**config.mk**
```make
export PLATFORM = sky130hd
export DESIGN_NAME = noise_update_feature_tracker
export DESIGN_NICKNAME = d
export VERILOG_FILES = /design/src/hdl/nu_feature_pkg.sv /design/src/hdl/window_sum.sv /design/src/hdl/noise_update_feature_tracker.sv
export SDC_FILE = /design/constraint.sdc
export NUM_CORES = 2
export LEC_CHECK = 0
export ABC_AREA = 1
export BUFFER_PORTS_ARGS = -buffer_cell sky130_fd_sc_hd__buf_2
export CORE_MARGIN = 5
export CORE_UTILIZATION = 40
export CTS_CLUSTER_SIZE = 8
export DETAILED_ROUTE_END_ITERATION = 16
export SYNTH_ARGS = -nofsm -noshare
export SYNTH_HDL_FRONTEND = slang
export SYNTH_SLANG_ARGS = --single-unit
```
**constraint.sdc**
```tcl
create_clock -name clk -period 11.7 [get_ports clk]
set_input_delay 1.17 -clock clk [delete_from_list [all_inputs] [get_ports clk]]
set_output_delay 1.17 -clock clk [all_outputs]
set_load 0.05 [all_outputs]
```
**src/hdl/nu_feature_pkg.sv**
```systemverilog
// constants, formats and register map for the noise update feature tracker
package nu_feature_pkg;

   // number formats: levels Q8.8 signed, correlations Q1.15 signed, averages Q0.16 unsigned
   localparam int DB_W   = 16;
   localparam int CORR_W = 16;
   localparam int AVG_W  = 16;
   localparam int STA_W  = 32;
   localparam int CNT_W  = 16;
   localparam int INI_W  = 8;
   localparam int NUP_W  = 3;
   localparam int ADDR_W = 6;

   // residual spectrum and sub-band geometry
   localparam int SPEC_BINS  = 128;
   localparam int HF_BINS    = 40;
   localparam int BIN_IDX_W  = 7;
   localparam int BAND_IDX_W = 5;
   localparam int BAND_LO    = 2;
   localparam int BAND_HI    = 16;
   localparam int HF_SUM_W   = 22;
   localparam int CLOSE_W    = 21;

   // high-band dynamic recursion, coefficients in Q0.16
   localparam logic [16:0] HF_DECAY_Q16 = 17'h0B333;   // 0.7
   localparam logic [16:0] HF_MEAN_Q16  = 17'h001EC;   // 0.3 / 40
   localparam logic signed [DB_W-1:0] HF_LOW_DB  = 16'sh099A;  // 9.6 dB
   localparam logic signed [16:0]     HF_RISE_DB = 17'sh00480; // 4.5 dB

   // noise update state counter
   localparam logic [NUP_W-1:0] NUP_INIT = 3'h6;
   localparam logic [NUP_W-1:0] NUP_MAX  = 3'h6;
   localparam logic [NUP_W-1:0] NUP_UP   = 3'h2;
   localparam logic [NUP_W-1:0] NUP_DOWN = 3'h1;

   // increment-decision thresholds per bandwidth
   localparam logic [STA_W-1:0]  STA_THR_WB   = 32'h0005_5730;  // 350000
   localparam logic [STA_W-1:0]  STA_THR_NB   = 32'h0007_A120;  // 500000
   localparam logic [CORR_W-1:0] CORR_THR_WB  = 16'h6CCD;       // 0.85
   localparam logic [CORR_W-1:0] CORR_THR_NB  = 16'h599A;       // 0.7
   localparam logic [DB_W-1:0]   RESID_THR_WB = 16'h019A;       // 1.6
   localparam logic [DB_W-1:0]   RESID_THR_NB = 16'h0A66;       // 10.4

   // initialisation phase and closeness reference log(0.0035 + 1) in Q8.8
   localparam logic [INI_W-1:0]     INI_FRAMES   = 8'h64;  // 100
   localparam logic [INI_W-1:0]     INI_EVENT    = 8'h0A;  // 10
   localparam logic signed [DB_W-1:0] LOG_EMIN_REF = 16'sh0001;

   // harmonic event counter limits
   localparam logic signed [16:0] CORR_EVENT_X2 = 17'sh0D99A;  // 2 x 0.85
   localparam logic signed [16:0] E_LOW_DB      = 17'sh00F00;  // 15.0
   localparam logic signed [16:0] E_JUMP_DB     = 17'sh00700;  // 7.0
   localparam logic signed [16:0] E_HIGH_DB     = 17'sh01E00;  // 30.0
   localparam logic signed [16:0] E_VAR_LIM     = 17'sh00800;  // 8.0
   localparam logic [CNT_W-1:0]   HARM_ONE      = 16'h0001;
   localparam logic [CNT_W-1:0]   HARM_FOUR     = 16'h0004;
   localparam int                 HARM_SHIFT    = 2;

   // event occurrence average, Q0.16
   localparam logic [16:0]      EV_UP_Q16   = 17'h007AE;  // 0.03
   localparam logic [16:0]      EV_DOWN_Q16 = 17'h0028F;  // 0.01
   localparam logic [AVG_W-1:0] EV_ONE      = 16'hFFFF;

   // pause detector
   localparam logic signed [16:0]     PAUSE_GAP_DB = 17'sh00500;  // 5
   localparam logic signed [CNT_W-1:0] PAUSE_ACT   = 16'shFFFF;   // -1
   localparam logic signed [CNT_W-1:0] PAUSE_MAX   = 16'sh7FFF;

   // register map, byte addresses
   localparam logic [ADDR_W-1:0] REG_CTRL   = 6'h00;
   localparam logic [ADDR_W-1:0] REG_STATUS = 6'h04;
   localparam logic [ADDR_W-1:0] REG_HFDYN  = 6'h08;
   localparam logic [ADDR_W-1:0] REG_HARM   = 6'h0C;
   localparam logic [ADDR_W-1:0] REG_PAUSE  = 6'h10;
   localparam logic [ADDR_W-1:0] REG_CLOSE  = 6'h14;
   localparam int CTRL_WIDEBAND = 0;
   localparam logic CTRL_RESET_VAL = 1'b1;

endpackage

```
**src/hdl/window_sum.sv**
```systemverilog
// per-frame accumulator of samples whose index falls in a fixed window
`timescale 1ns/1ps
module window_sum #(
   parameter int IDX_W   = 7,
   parameter int VAL_W   = 16,
   parameter int SUM_W   = 22,
   parameter int LO      = 0,
   parameter int HI      = 0,
   parameter bit USE_ABS = 1'b0
) (
   // clock and control
   input  wire logic                    clk,
   input  wire logic                    sys_rst,
   input  wire logic                    ce,
   input  wire logic                    clear,
   // sample stream
   input  wire logic                    in_valid,
   input  wire logic [IDX_W-1:0]        in_index,
   input  wire logic signed [VAL_W-1:0] in_value,
   // running sum
   output logic signed [SUM_W-1:0]      sum_q
);
   logic                    in_window;
   logic signed [VAL_W-1:0] term;
   logic signed [SUM_W-1:0] sum_d;

   assign in_window = (int'(in_index) >= LO) && (int'(in_index) <= HI);
   assign term      = (USE_ABS && in_value < 0) ? -in_value : in_value;
   // clear beats a same-cycle sample: the frame strobe closes the frame
   assign sum_d     = clear ? '0 :
                      (in_valid && in_window) ? sum_q + SUM_W'(term) : sum_q;

   always_ff @(posedge clk) begin
      if (sys_rst) begin
         sum_q <= '0;
      end else if (ce) begin
         sum_q <= sum_d;
      end
   end
endmodule

```
**src/hdl/noise_update_feature_tracker.sv**
```systemverilog
// frame-rate features feeding the background noise update decision
`timescale 1ns/1ps
module noise_update_feature_tracker
   import nu_feature_pkg::*;
(
   // clock, reset, enable
   input  wire logic                              clk,
   input  wire logic                              sys_rst,
   input  wire logic                              ce,
   // avalon-mm slave
   input  wire logic [nu_feature_pkg::ADDR_W-1:0] address,
   input  wire logic                              read,
   input  wire logic                              write,
   input  wire logic [31:0]                       writedata,
   input  wire logic [3:0]                        byteenable,
   output logic [31:0]                            readdata,
   output logic                                   waitrequest,
   // residual spectrum bin stream
   input  wire logic                              bin_valid,
   input  wire logic [nu_feature_pkg::BIN_IDX_W-1:0] bin_index,
   input  wire logic signed [nu_feature_pkg::DB_W-1:0] residual_log_spectrum,
   // sub-band stream, log(E+1) of band energy and previous noise estimate
   input  wire logic                              band_valid,
   input  wire logic [nu_feature_pkg::BAND_IDX_W-1:0] band_index,
   input  wire logic signed [nu_feature_pkg::DB_W-1:0] band_log_energy,
   input  wire logic signed [nu_feature_pkg::DB_W-1:0] band_log_noise,
   // per-frame scalars, taken with frame_valid
   input  wire logic                              frame_valid,
   input  wire logic                              nup_active,
   input  wire logic signed [nu_feature_pkg::CORR_W-1:0] corr_half0,
   input  wire logic signed [nu_feature_pkg::CORR_W-1:0] corr_half1,
   input  wire logic [nu_feature_pkg::DB_W-1:0]   corr_map_sum,
   input  wire logic [nu_feature_pkg::DB_W-1:0]   tonal_threshold,
   input  wire logic                              strong_peak,
   input  wire logic signed [nu_feature_pkg::DB_W-1:0] frame_energy,
   input  wire logic signed [nu_feature_pkg::DB_W-1:0] longterm_avg_energy,
   input  wire logic signed [nu_feature_pkg::DB_W-1:0] longterm_min_energy,
   input  wire logic signed [nu_feature_pkg::DB_W-1:0] energy_variance,
   // features toward the update decision logic
   output logic [nu_feature_pkg::STA_W-1:0]       stationarity_threshold,
   output logic [nu_feature_pkg::CORR_W-1:0]      correlation_threshold,
   output logic [nu_feature_pkg::DB_W-1:0]        residual_threshold,
   output logic signed [nu_feature_pkg::DB_W-1:0] high_band_dynamic,
   output logic                                   high_band_range_flag,
   output logic                                   noise_update_allowed,
   output logic                                   tonal_flag,
   output logic [nu_feature_pkg::CLOSE_W-1:0]     closeness,
   output logic [nu_feature_pkg::CNT_W-1:0]       harmonic_count,
   output logic [nu_feature_pkg::AVG_W-1:0]       event_occurrence_average,
   output logic signed [nu_feature_pkg::CNT_W-1:0] pause_counter,
   output logic                                   frame_done
);
   import nu_feature_pkg::*;

   // ---------------- state
   logic                     wideband_q;
   logic signed [DB_W-1:0]   dyn_q, ref_q;
   logic                     flag_q;
   logic [NUP_W-1:0]         nup_q;
   logic [INI_W-1:0]         ini_q;
   logic [CNT_W-1:0]         harm_q;
   logic [AVG_W-1:0]         avg_q;
   logic signed [CNT_W-1:0]  pause_q;
   logic [CLOSE_W-1:0]       close_q;
   logic                     tonal_q, allow_q, done_q, wait_q;
   logic [31:0]              rdata_q;
   logic [STA_W-1:0]         sta_thr_q;
   logic [CORR_W-1:0]        corr_thr_q;
   logic [DB_W-1:0]          resid_thr_q;

   logic                     frame;
   assign frame = ce && frame_valid;

   // ---------------- accumulators, cleared by the frame strobe
   logic signed [HF_SUM_W-1:0] hf_sum;
   logic signed [CLOSE_W-1:0]  close_sum;
   logic signed [16:0]         band_diff;
   logic                       init_phase;
   logic signed [DB_W-1:0]     band_ref;

   assign init_phase = ini_q < INI_FRAMES;
   assign band_ref   = init_phase ? LOG_EMIN_REF : band_log_noise;
   assign band_diff  = 17'(band_log_energy) - 17'(band_ref);

   window_sum #(
      .IDX_W   (BIN_IDX_W),
      .VAL_W   (DB_W),
      .SUM_W   (HF_SUM_W),
      .LO      (SPEC_BINS - HF_BINS),
      .HI      (SPEC_BINS - 1),
      .USE_ABS (1'b0)
   ) u_hf_sum (
      .clk      (clk),
      .sys_rst  (sys_rst),
      .ce       (ce),
      .clear    (frame_valid),
      .in_valid (bin_valid),
      .in_index (bin_index),
      .in_value (residual_log_spectrum),
      .sum_q    (hf_sum)
   );

   // same sub-bands regardless of bandwidth
   window_sum #(
      .IDX_W   (BAND_IDX_W),
      .VAL_W   (17),
      .SUM_W   (CLOSE_W),
      .LO      (BAND_LO),
      .HI      (BAND_HI),
      .USE_ABS (1'b1)
   ) u_close_sum (
      .clk      (clk),
      .sys_rst  (sys_rst),
      .ce       (ce),
      .clear    (frame_valid),
      .in_valid (band_valid),
      .in_index (band_index),
      .in_value (band_diff),
      .sum_q    (close_sum)
   );

   // ---------------- high-band dynamic and its flag
   logic signed [39:0]     hf_acc;
   logic signed [DB_W-1:0] dyn_d;
   logic signed [16:0]     dyn_rise;
   logic                   hf_clr, hf_set;

   // 0.3/40 folded into one coefficient so no divider is needed
   assign hf_acc   = 40'($signed(dyn_q) * $signed(HF_DECAY_Q16))
                   + 40'($signed(hf_sum) * $signed(HF_MEAN_Q16));
   assign dyn_d    = hf_acc[31:16];
   assign dyn_rise = 17'(dyn_d) - 17'(ref_q);
   assign hf_clr   = (dyn_d < HF_LOW_DB) && flag_q;
   assign hf_set   = !hf_clr && (dyn_rise > HF_RISE_DB);

   // ---------------- noise update state counter
   logic [NUP_W-1:0] nup_d;
   assign nup_d = nup_active ? ((nup_q >= NUP_MAX - NUP_UP) ? NUP_MAX : nup_q + NUP_UP)
                : ((nup_q == '0) ? '0 : nup_q - NUP_DOWN);

   // ---------------- harmonic event counter and occurrence average
   logic signed [16:0] corr_pair, gap_avg, gap_min, energy_x, var_x;
   logic               tonal_d, event_hit, big_jump;
   logic [CNT_W-1:0]   harm_1, harm_2, harm_d;

   assign corr_pair = 17'(corr_half0) + 17'(corr_half1);
   assign energy_x  = 17'(frame_energy);
   assign var_x     = 17'(energy_variance);
   assign gap_avg   = energy_x - 17'(longterm_avg_energy);
   assign gap_min   = energy_x - 17'(longterm_min_energy);
   assign tonal_d   = (corr_map_sum > tonal_threshold) || strong_peak;
   assign event_hit = (corr_pair > CORR_EVENT_X2) || tonal_d;
   assign big_jump  = (ini_q > INI_EVENT) && (gap_avg > E_JUMP_DB);
   assign harm_1    = event_hit ? '0 : ((&harm_q) ? harm_q : harm_q + HARM_ONE);
   assign harm_2    = (harm_1 > HARM_ONE && (energy_x < E_LOW_DB || big_jump))
                    ? HARM_ONE : harm_1;
   assign harm_d    = (harm_2 > HARM_ONE && energy_x > E_HIGH_DB && var_x > E_VAR_LIM)
                    ? ((harm_2 < HARM_FOUR) ? HARM_ONE : (harm_2 >> HARM_SHIFT))
                    : harm_2;

   logic [AVG_W-1:0]   ev_target;
   logic [16:0]        ev_coef;
   logic signed [16:0] ev_diff;
   logic signed [33:0] ev_step;
   logic signed [16:0] ev_sum;
   logic [AVG_W-1:0]   avg_d;

   assign ev_target = (harm_d == '0) ? EV_ONE : '0;
   assign ev_coef   = (harm_d == '0) ? EV_UP_Q16 : EV_DOWN_Q16;
   assign ev_diff   = $signed({1'b0, ev_target}) - $signed({1'b0, avg_q});
   assign ev_step   = ev_diff * $signed(ev_coef);
   // floor of the step keeps the average inside 0..1 in both directions
   assign ev_sum    = $signed({1'b0, avg_q}) + ev_step[32:16];
   assign avg_d     = ev_sum[AVG_W-1:0];

   // ---------------- energy pause detector, steps in order
   logic signed [CNT_W-1:0] pause_1, pause_2, pause_d;
   assign pause_1 = (!pause_q[CNT_W-1] && gap_min > PAUSE_GAP_DB) ? PAUSE_ACT : pause_q;
   assign pause_2 = (pause_1 == PAUSE_ACT && gap_min < PAUSE_GAP_DB) ? '0 : pause_1;
   assign pause_d = (!pause_2[CNT_W-1] && pause_2 != PAUSE_MAX) ? pause_2 + 16'sh0001
                  : pause_2;

   // ---------------- frame state
   always_ff @(posedge clk) begin
      if (sys_rst) begin
         dyn_q   <= '0;
         ref_q   <= '0;
         flag_q  <= 1'b0;
         nup_q   <= NUP_INIT;
         ini_q   <= '0;
         harm_q  <= '0;
         avg_q   <= '0;
         pause_q <= '0;
         close_q <= '0;
         tonal_q <= 1'b0;
         allow_q <= 1'b0;
         done_q  <= 1'b0;
      end else if (ce) begin
         done_q <= frame_valid;
         if (frame_valid) begin
            dyn_q <= dyn_d;
            if (hf_clr) begin
               flag_q <= 1'b0;
               ref_q  <= dyn_d;
            end else if (hf_set) begin
               flag_q <= 1'b1;                                         // no else: both hold
            end
            nup_q   <= nup_d;
            allow_q <= (nup_d == '0);
            ini_q   <= (&ini_q) ? ini_q : ini_q + 8'h01;
            harm_q  <= harm_d;
            avg_q   <= avg_d;
            pause_q <= pause_d;
            close_q <= close_sum[CLOSE_W-1:0];
            tonal_q <= tonal_d;
         end
      end
   end

   // ---------------- avalon-mm slave, one wait state per access
   logic [31:0] rd_mux;
   logic        req, take;
   assign req  = read || write;
   assign take = req && !wait_q;

   function automatic logic [31:0] reg_read(input logic [ADDR_W-1:0] a);
      case (a)
         REG_CTRL:   reg_read = {31'h0, wideband_q};
         REG_STATUS: reg_read = {23'h0, tonal_q, 1'b0, nup_q, 2'h0, allow_q, flag_q};
         REG_HFDYN:  reg_read = {ref_q, dyn_q};
         REG_HARM:   reg_read = {avg_q, harm_q};
         REG_PAUSE:  reg_read = {8'h00, ini_q, pause_q};
         REG_CLOSE:  reg_read = {11'h000, close_q};
         default:    reg_read = 32'h0000_0000;
      endcase
   endfunction
   assign rd_mux = reg_read(address);

   always_ff @(posedge clk) begin
      if (sys_rst) begin
         wait_q     <= 1'b1;
         rdata_q    <= '0;
         wideband_q <= CTRL_RESET_VAL;
      end else if (ce) begin
         // waitrequest drops for exactly one cycle after a request shows
         wait_q <= !(req && wait_q);
         if (read && wait_q) begin
            rdata_q <= rd_mux;
         end
         if (write && take && address == REG_CTRL && byteenable[0]) begin
            wideband_q <= writedata[CTRL_WIDEBAND];
         end
      end
   end

   // ---------------- threshold selection
   always_ff @(posedge clk) begin
      if (sys_rst) begin
         sta_thr_q   <= STA_THR_WB;
         corr_thr_q  <= CORR_THR_WB;
         resid_thr_q <= RESID_THR_WB;
      end else if (ce) begin
         sta_thr_q   <= wideband_q ? STA_THR_WB : STA_THR_NB;
         corr_thr_q  <= wideband_q ? CORR_THR_WB : CORR_THR_NB;
         resid_thr_q <= wideband_q ? RESID_THR_WB : RESID_THR_NB;
      end
   end

   // ---------------- outputs
   assign readdata                 = rdata_q;
   assign waitrequest              = wait_q;
   assign stationarity_threshold   = sta_thr_q;
   assign correlation_threshold    = corr_thr_q;
   assign residual_threshold       = resid_thr_q;
   assign high_band_dynamic        = dyn_q;
   assign high_band_range_flag     = flag_q;
   assign noise_update_allowed     = allow_q;
   assign tonal_flag               = tonal_q;
   assign closeness                = close_q;
   assign harmonic_count           = harm_q;
   assign event_occurrence_average = avg_q;
   assign pause_counter            = pause_q;
   assign frame_done               = done_q;

   // ---------------- assertions
   nup_range_a: assert property (@(posedge clk) disable iff (sys_rst)
      nup_q <= NUP_MAX) else $error("update counter above its bound");

   nup_rise_a: assert property (@(posedge clk) disable iff (sys_rst)
      (frame && nup_active && nup_q <= NUP_MAX - NUP_UP) |=> nup_q == $past(nup_q) + NUP_UP)
      else $error("update counter did not rise by two");

   nup_fall_a: assert property (@(posedge clk) disable iff (sys_rst)
      (frame && !nup_active && nup_q != '0) |=> nup_q == $past(nup_q) - NUP_DOWN)
      else $error("update counter did not fall by one");

   allow_zero_a: assert property (@(posedge clk) disable iff (sys_rst)
      frame |=> (noise_update_allowed == (nup_q == '0)))
      else $error("update permission not tied to zero count");

   flag_hold_a: assert property (@(posedge clk) disable iff (sys_rst)
      (frame && !hf_clr && !hf_set) |=> $stable(flag_q) && $stable(ref_q))
      else $error("range flag or reference moved without cause");

   harm_clear_a: assert property (@(posedge clk) disable iff (sys_rst)
      (frame && (corr_pair > CORR_EVENT_X2 || strong_peak)) |=> harm_q == '0 && (tonal_q || !$past(strong_peak)))
      else $error("harmonic counter not cleared on event");

   pause_enter_a: assert property (@(posedge clk) disable iff (sys_rst)
      (frame && !pause_q[CNT_W-1] && gap_min > PAUSE_GAP_DB) |=> pause_q == PAUSE_ACT)
      else $error("pause detector missed activity");

   pause_count_a: assert property (@(posedge clk) disable iff (sys_rst)
      (frame && !pause_q[CNT_W-1] && gap_min <= PAUSE_GAP_DB && pause_q != PAUSE_MAX)
      |=> pause_q == $past(pause_q) + 16'sh0001) else $error("pause count did not advance");

   bus_wait_a: assert property (@(posedge clk) disable iff (sys_rst)
      (ce && req && waitrequest) |=> !waitrequest ##1 (waitrequest || !ce))
      else $error("waitrequest not a single low cycle");

   thr_pick_a: assert property (@(posedge clk) disable iff (sys_rst)
      (ce && !wideband_q) ##1 ce |-> stationarity_threshold == STA_THR_NB)
      else $error("narrowband threshold not selected");

endmodule

```
==> summary by stage <==
CTS
The clock root buffer is sky130_fd_sc_hd__clkbuf_16. The clock tree from TritonCTS is built. At the later pin of the worst-skew pair, clock insertion delay measures ~0.48 ns. The hold buffer count at CTS is 0. After clock tree synthesis, the clock-pin slew on the worst setup and hold paths is 0.08 ns. The number of clock sinks is 195. The deepest level of the CTS H-tree is 4.

The clock passes through at most 2 buffers. In this run, CTS created clock tree buffers numbering 17.

Worst setup path
The most frequent cell on the critical path is sky130_fd_sc_hd__nand2_1. The arrival time of data at the critical path endpoint is 11.51 ns. For this design, the slowest cell found on the critical path is sky130_fd_sc_hd__fa_1. In this design, the stage delay of the slowest critical-path cell is ~0.52 ns. The launching instance or port of the critical path is corr_half0[0]. In this run the critical register-to-register path is launched from u_hf_sum.sum_q[0]$_SDFFE_PP0P_. The capturing element type of the critical path is a register. The critical path is of the primary input to register type.

STA puts the critical path data required time at roughly 12 ns. The largest fanout on the critical path is 5. STA classifies the critical path startpoint as a primary input.

STA
The number of max-slew violations in the final report was 0. The maximum achievable frequency is 0.0898 GHz. The number of hold violations in the final report is 0.

At the pin with the least slew margin, the transition time is 1.04 ns. For the final routed database, the setup TNS stands at 0 ns. The final period demand of the worst path is between 10 and 15 ns. For the final database, setup skew stands at 0.0161 ns.

The final period utilization is 95.2%. The final count of negative-setup-slack endpoints is 0. Setup repair after global routing could not meet its margin everywhere. The worst pin sits at a relative slew slack of roughly 31%. The worst hold margin is about 0.46 ns.

Logic synthesis
After synthesis, the share of flip-flops with an asynchronous set or reset is 0%. The synthesized netlist cell count is roughly 4,400. The main flop type after synthesis is sky130_fd_sc_hd__dfxtp_1. The post-synthesis sequential element count is between 150 and 200.

The synthesized area per cell is 7.28 um^2. The register area share after synthesis is approximately an eighth. In this run, synthesis inferred 0 flip-flops with an integrated enable. The count of warnings emitted by yosys is 0. After synthesis the cells add up to 32,000 um^2. The netlist uses 70 different library cells.

Floorplanning
The floorplan core area is 79,100 um^2. The area enclosed by the die boundary is ~86,000 um^2. The height of the die is 293 um. The effective utilization at floorplan is 40.4%. The count of boundary I/O pins is 426.

Measured along the x axis, the die boundary spans 293 um. The floorplan has about 100 rows.

Placed design
The number of I/O port buffers is 350. The post-DP HPWL is 81,100 um. The placed instances occupy a cell area of 35,700 um^2.

The final weighted congestion in routability-driven placement is ~0.94. The number of placed cells counting well taps is 5,860.

Drt
The remaining antenna violation count after routing is 0. The routed layout has 29,167 vias. The total wire length after detailed routing is 95,400 um.

The detailed router's first-iteration violation count is between 1,500 and 2,000. The first-pass iteration count of the detailed router is 6. After detailed routing, the number of remaining DRC violations is 0. The average wire length per cell after detail routing is approximately 16 um. The via density per instance is 4.94.

Global route
Global routing consumed, on the met1 layer, 29.9% of the routing resources. The routing layer with the top usage in global route is met2. In the global route stage, met3 resource usage came out at under 10%. The met2 usage is 36.3%. The total track usage is ~22%. The wire length of the first global-routing pass is 150,000 um. The largest net degree at the start of global routing is 73.

The initial antenna violation count is 3. The residual overflow from global routing is 0. The via count of the first global-routing pass came to 27,903.

Final layout
The filler cells instantiated in the layout total 8,061. The share of cells above drive strength 1 is between 10% and 20%. The total non-filler cell area in the finished layout is between 30,000 and 40,000 um^2.

Relative to the synthesized area, the layout overhead comes to 15.4%. The non-filler instance count after layout is 5,907. The final layout contains 5,832 nets.

Worst hold path
The min-delay analysis places its worst path in the category register to register. In this run the most critical hold path is launched from frame_done$_SDFFE_PP0P_.

Run status
The flow ran to the end, and the final reports show no timing, DRC or antenna violations.

Flow run
Across the run, the number of max-cap violations was 0.
## cells in the final DEF, fill, tap and decap left out, drive strengths merged, types with 3 or more instances in the layout
master	n
inv	1015
nand2	729
buf	543
ha	441
a21oi	395
fa	309
nor2	235
o21ai	227
dfxtp	195
nand3	189
xor2	128
xnor2	52
nor3	44
o211ai	39
nand4	39
conb	38
o22ai	30
or2	29
o21bai	26
clkbuf	17
a21o	14
a31oi	14
nor4	13
a211oi	10
o31ai	10
a22oi	8
clkinv	8
o21a	7
nand3b	7
a21boi	7
o221ai	4
nor3b	4
o41ai	4
and3	3
a221oi	3
clkinvlp	3
a2111oi	3
## cell usage after synthesis, types with 30 or more instances
cell | count | area (um^2)
sky130_fd_sc_hd__fa_1 | 309 | 6190
sky130_fd_sc_hd__xor2_1 | 128 | 1120
sky130_fd_sc_hd__dfxtp_1 | 195 | 3900
sky130_fd_sc_hd__nor2_1 | 225 | 845
sky130_fd_sc_hd__nand4_1 | 37 | 231
sky130_fd_sc_hd__nand2_1 | 709 | 2660
sky130_fd_sc_hd__o22ai_1 | 30 | 188
sky130_fd_sc_hd__inv_1 | 1001 | 3760
sky130_fd_sc_hd__nand3_1 | 182 | 911
sky130_fd_sc_hd__o211ai_1 | 39 | 293
sky130_fd_sc_hd__xnor2_1 | 52 | 455
sky130_fd_sc_hd__ha_1 | 441 | 5520
sky130_fd_sc_hd__nor3_1 | 44 | 220
sky130_fd_sc_hd__buf_4 | 65 | 488
sky130_fd_sc_hd__clkbuf_1 | 64 | 240
sky130_fd_sc_hd__o21ai_0 | 200 | 1000
sky130_fd_sc_hd__a21oi_1 | 391 | 1960
## kinds of logic (layout without fill, tap and decap cells)
family / count (synthesis) / in the layout / share of synthesized area (%)
simple gates: 1295 / 1296 / 17.5
buf+inv: 1155 / 1587 / 14.5
compound gates: 809 / 809 / 14.2
fa+ha+maj: 750 / 750 / 36.6
flops: 195 / 195 / 12.2
xor+xnor: 180 / 180 / 4.93
other cells: 2 / 40 / 0.0235
## through the flow
stage                     setup slack (ns)  util (%)
after floorplan                      0.305         -
after global placement              -0.455      45.1
after detailed placement            -0.473      45.1
after CTS                          0.00804      45.9
after global routing                -0.125      46.6
final                                0.560      46.6
## layer usage
metal  vias to the layer above  wire [um]
li1                      14743          -
met1                     13621      43200
met2                       732      44800
met3                        71       6160
met4                         0       1310
met5                         -          0
## registers in the layout, indices dropped and copies added, names as in the netlist, 2 cells and up
name,cells
high_band_dynamic,16
ini_q,8
nup_q,3
ref_q,16
pause_counter,16
harmonic_count,16
event_occurrence_average,16
u_close_sum.sum_q,21
closeness,21
u_hf_sum.sum_q,22
readdata,32
residual_threshold,2
## worst max-delay path: cells and delay by family
kind | cells | cell delay, ns
AO/OA/AOI/OAI | 20 | 2.92
buffers and inverters | 13 | 0.82
XOR/XNOR | 2 | 0.46
AND/OR/NAND/NOR | 29 | 2.33
adder cells (fa/ha/maj) | 11 | 3.73
## what timing repair did
| action | CTS | global route |
|---|---|---|
| buffers inserted | 0 | 12 |
| gates resized for setup | 0 | 114 |
| setup endpoints to repair | 0 | 12 |
## final cells by class
cell class	instances	area, um^2	share of cell area, %
Antenna cell	2	5.00	0.0136
Clock buffer	17	425	1.15
Tap cell	1050	1310	3.56
Clock inverter	15	186	0.505
Sequential cell	195	3910	10.6
Multi-Input combinational cell	3073	24000	65.1
Inverter	1012	3800	10.3
Timing Repair Buffer	543	3220	8.74
## worst paths after layout
| kind | endpoint | slack (ns) | cells past startpoint |
|---|---|---|---|
| min reg2reg | frame_done$_SDFFE_PP0P_ | 0.46 | 2 |
| min | frame_done$_SDFFE_PP0P_ | 0.46 | 2 |
| max reg2reg | high_band_range_flag$_SDFFE_PP0P_ | 0.86 | 53 |
| max | event_occurrence_average[15]$_SDFFE_PP0P_ | 0.56 | 75 |
Power is left out: the tool's default activity adds up to more than one toggle a clock period on the data nets, which glitch-free logic cannot reach.
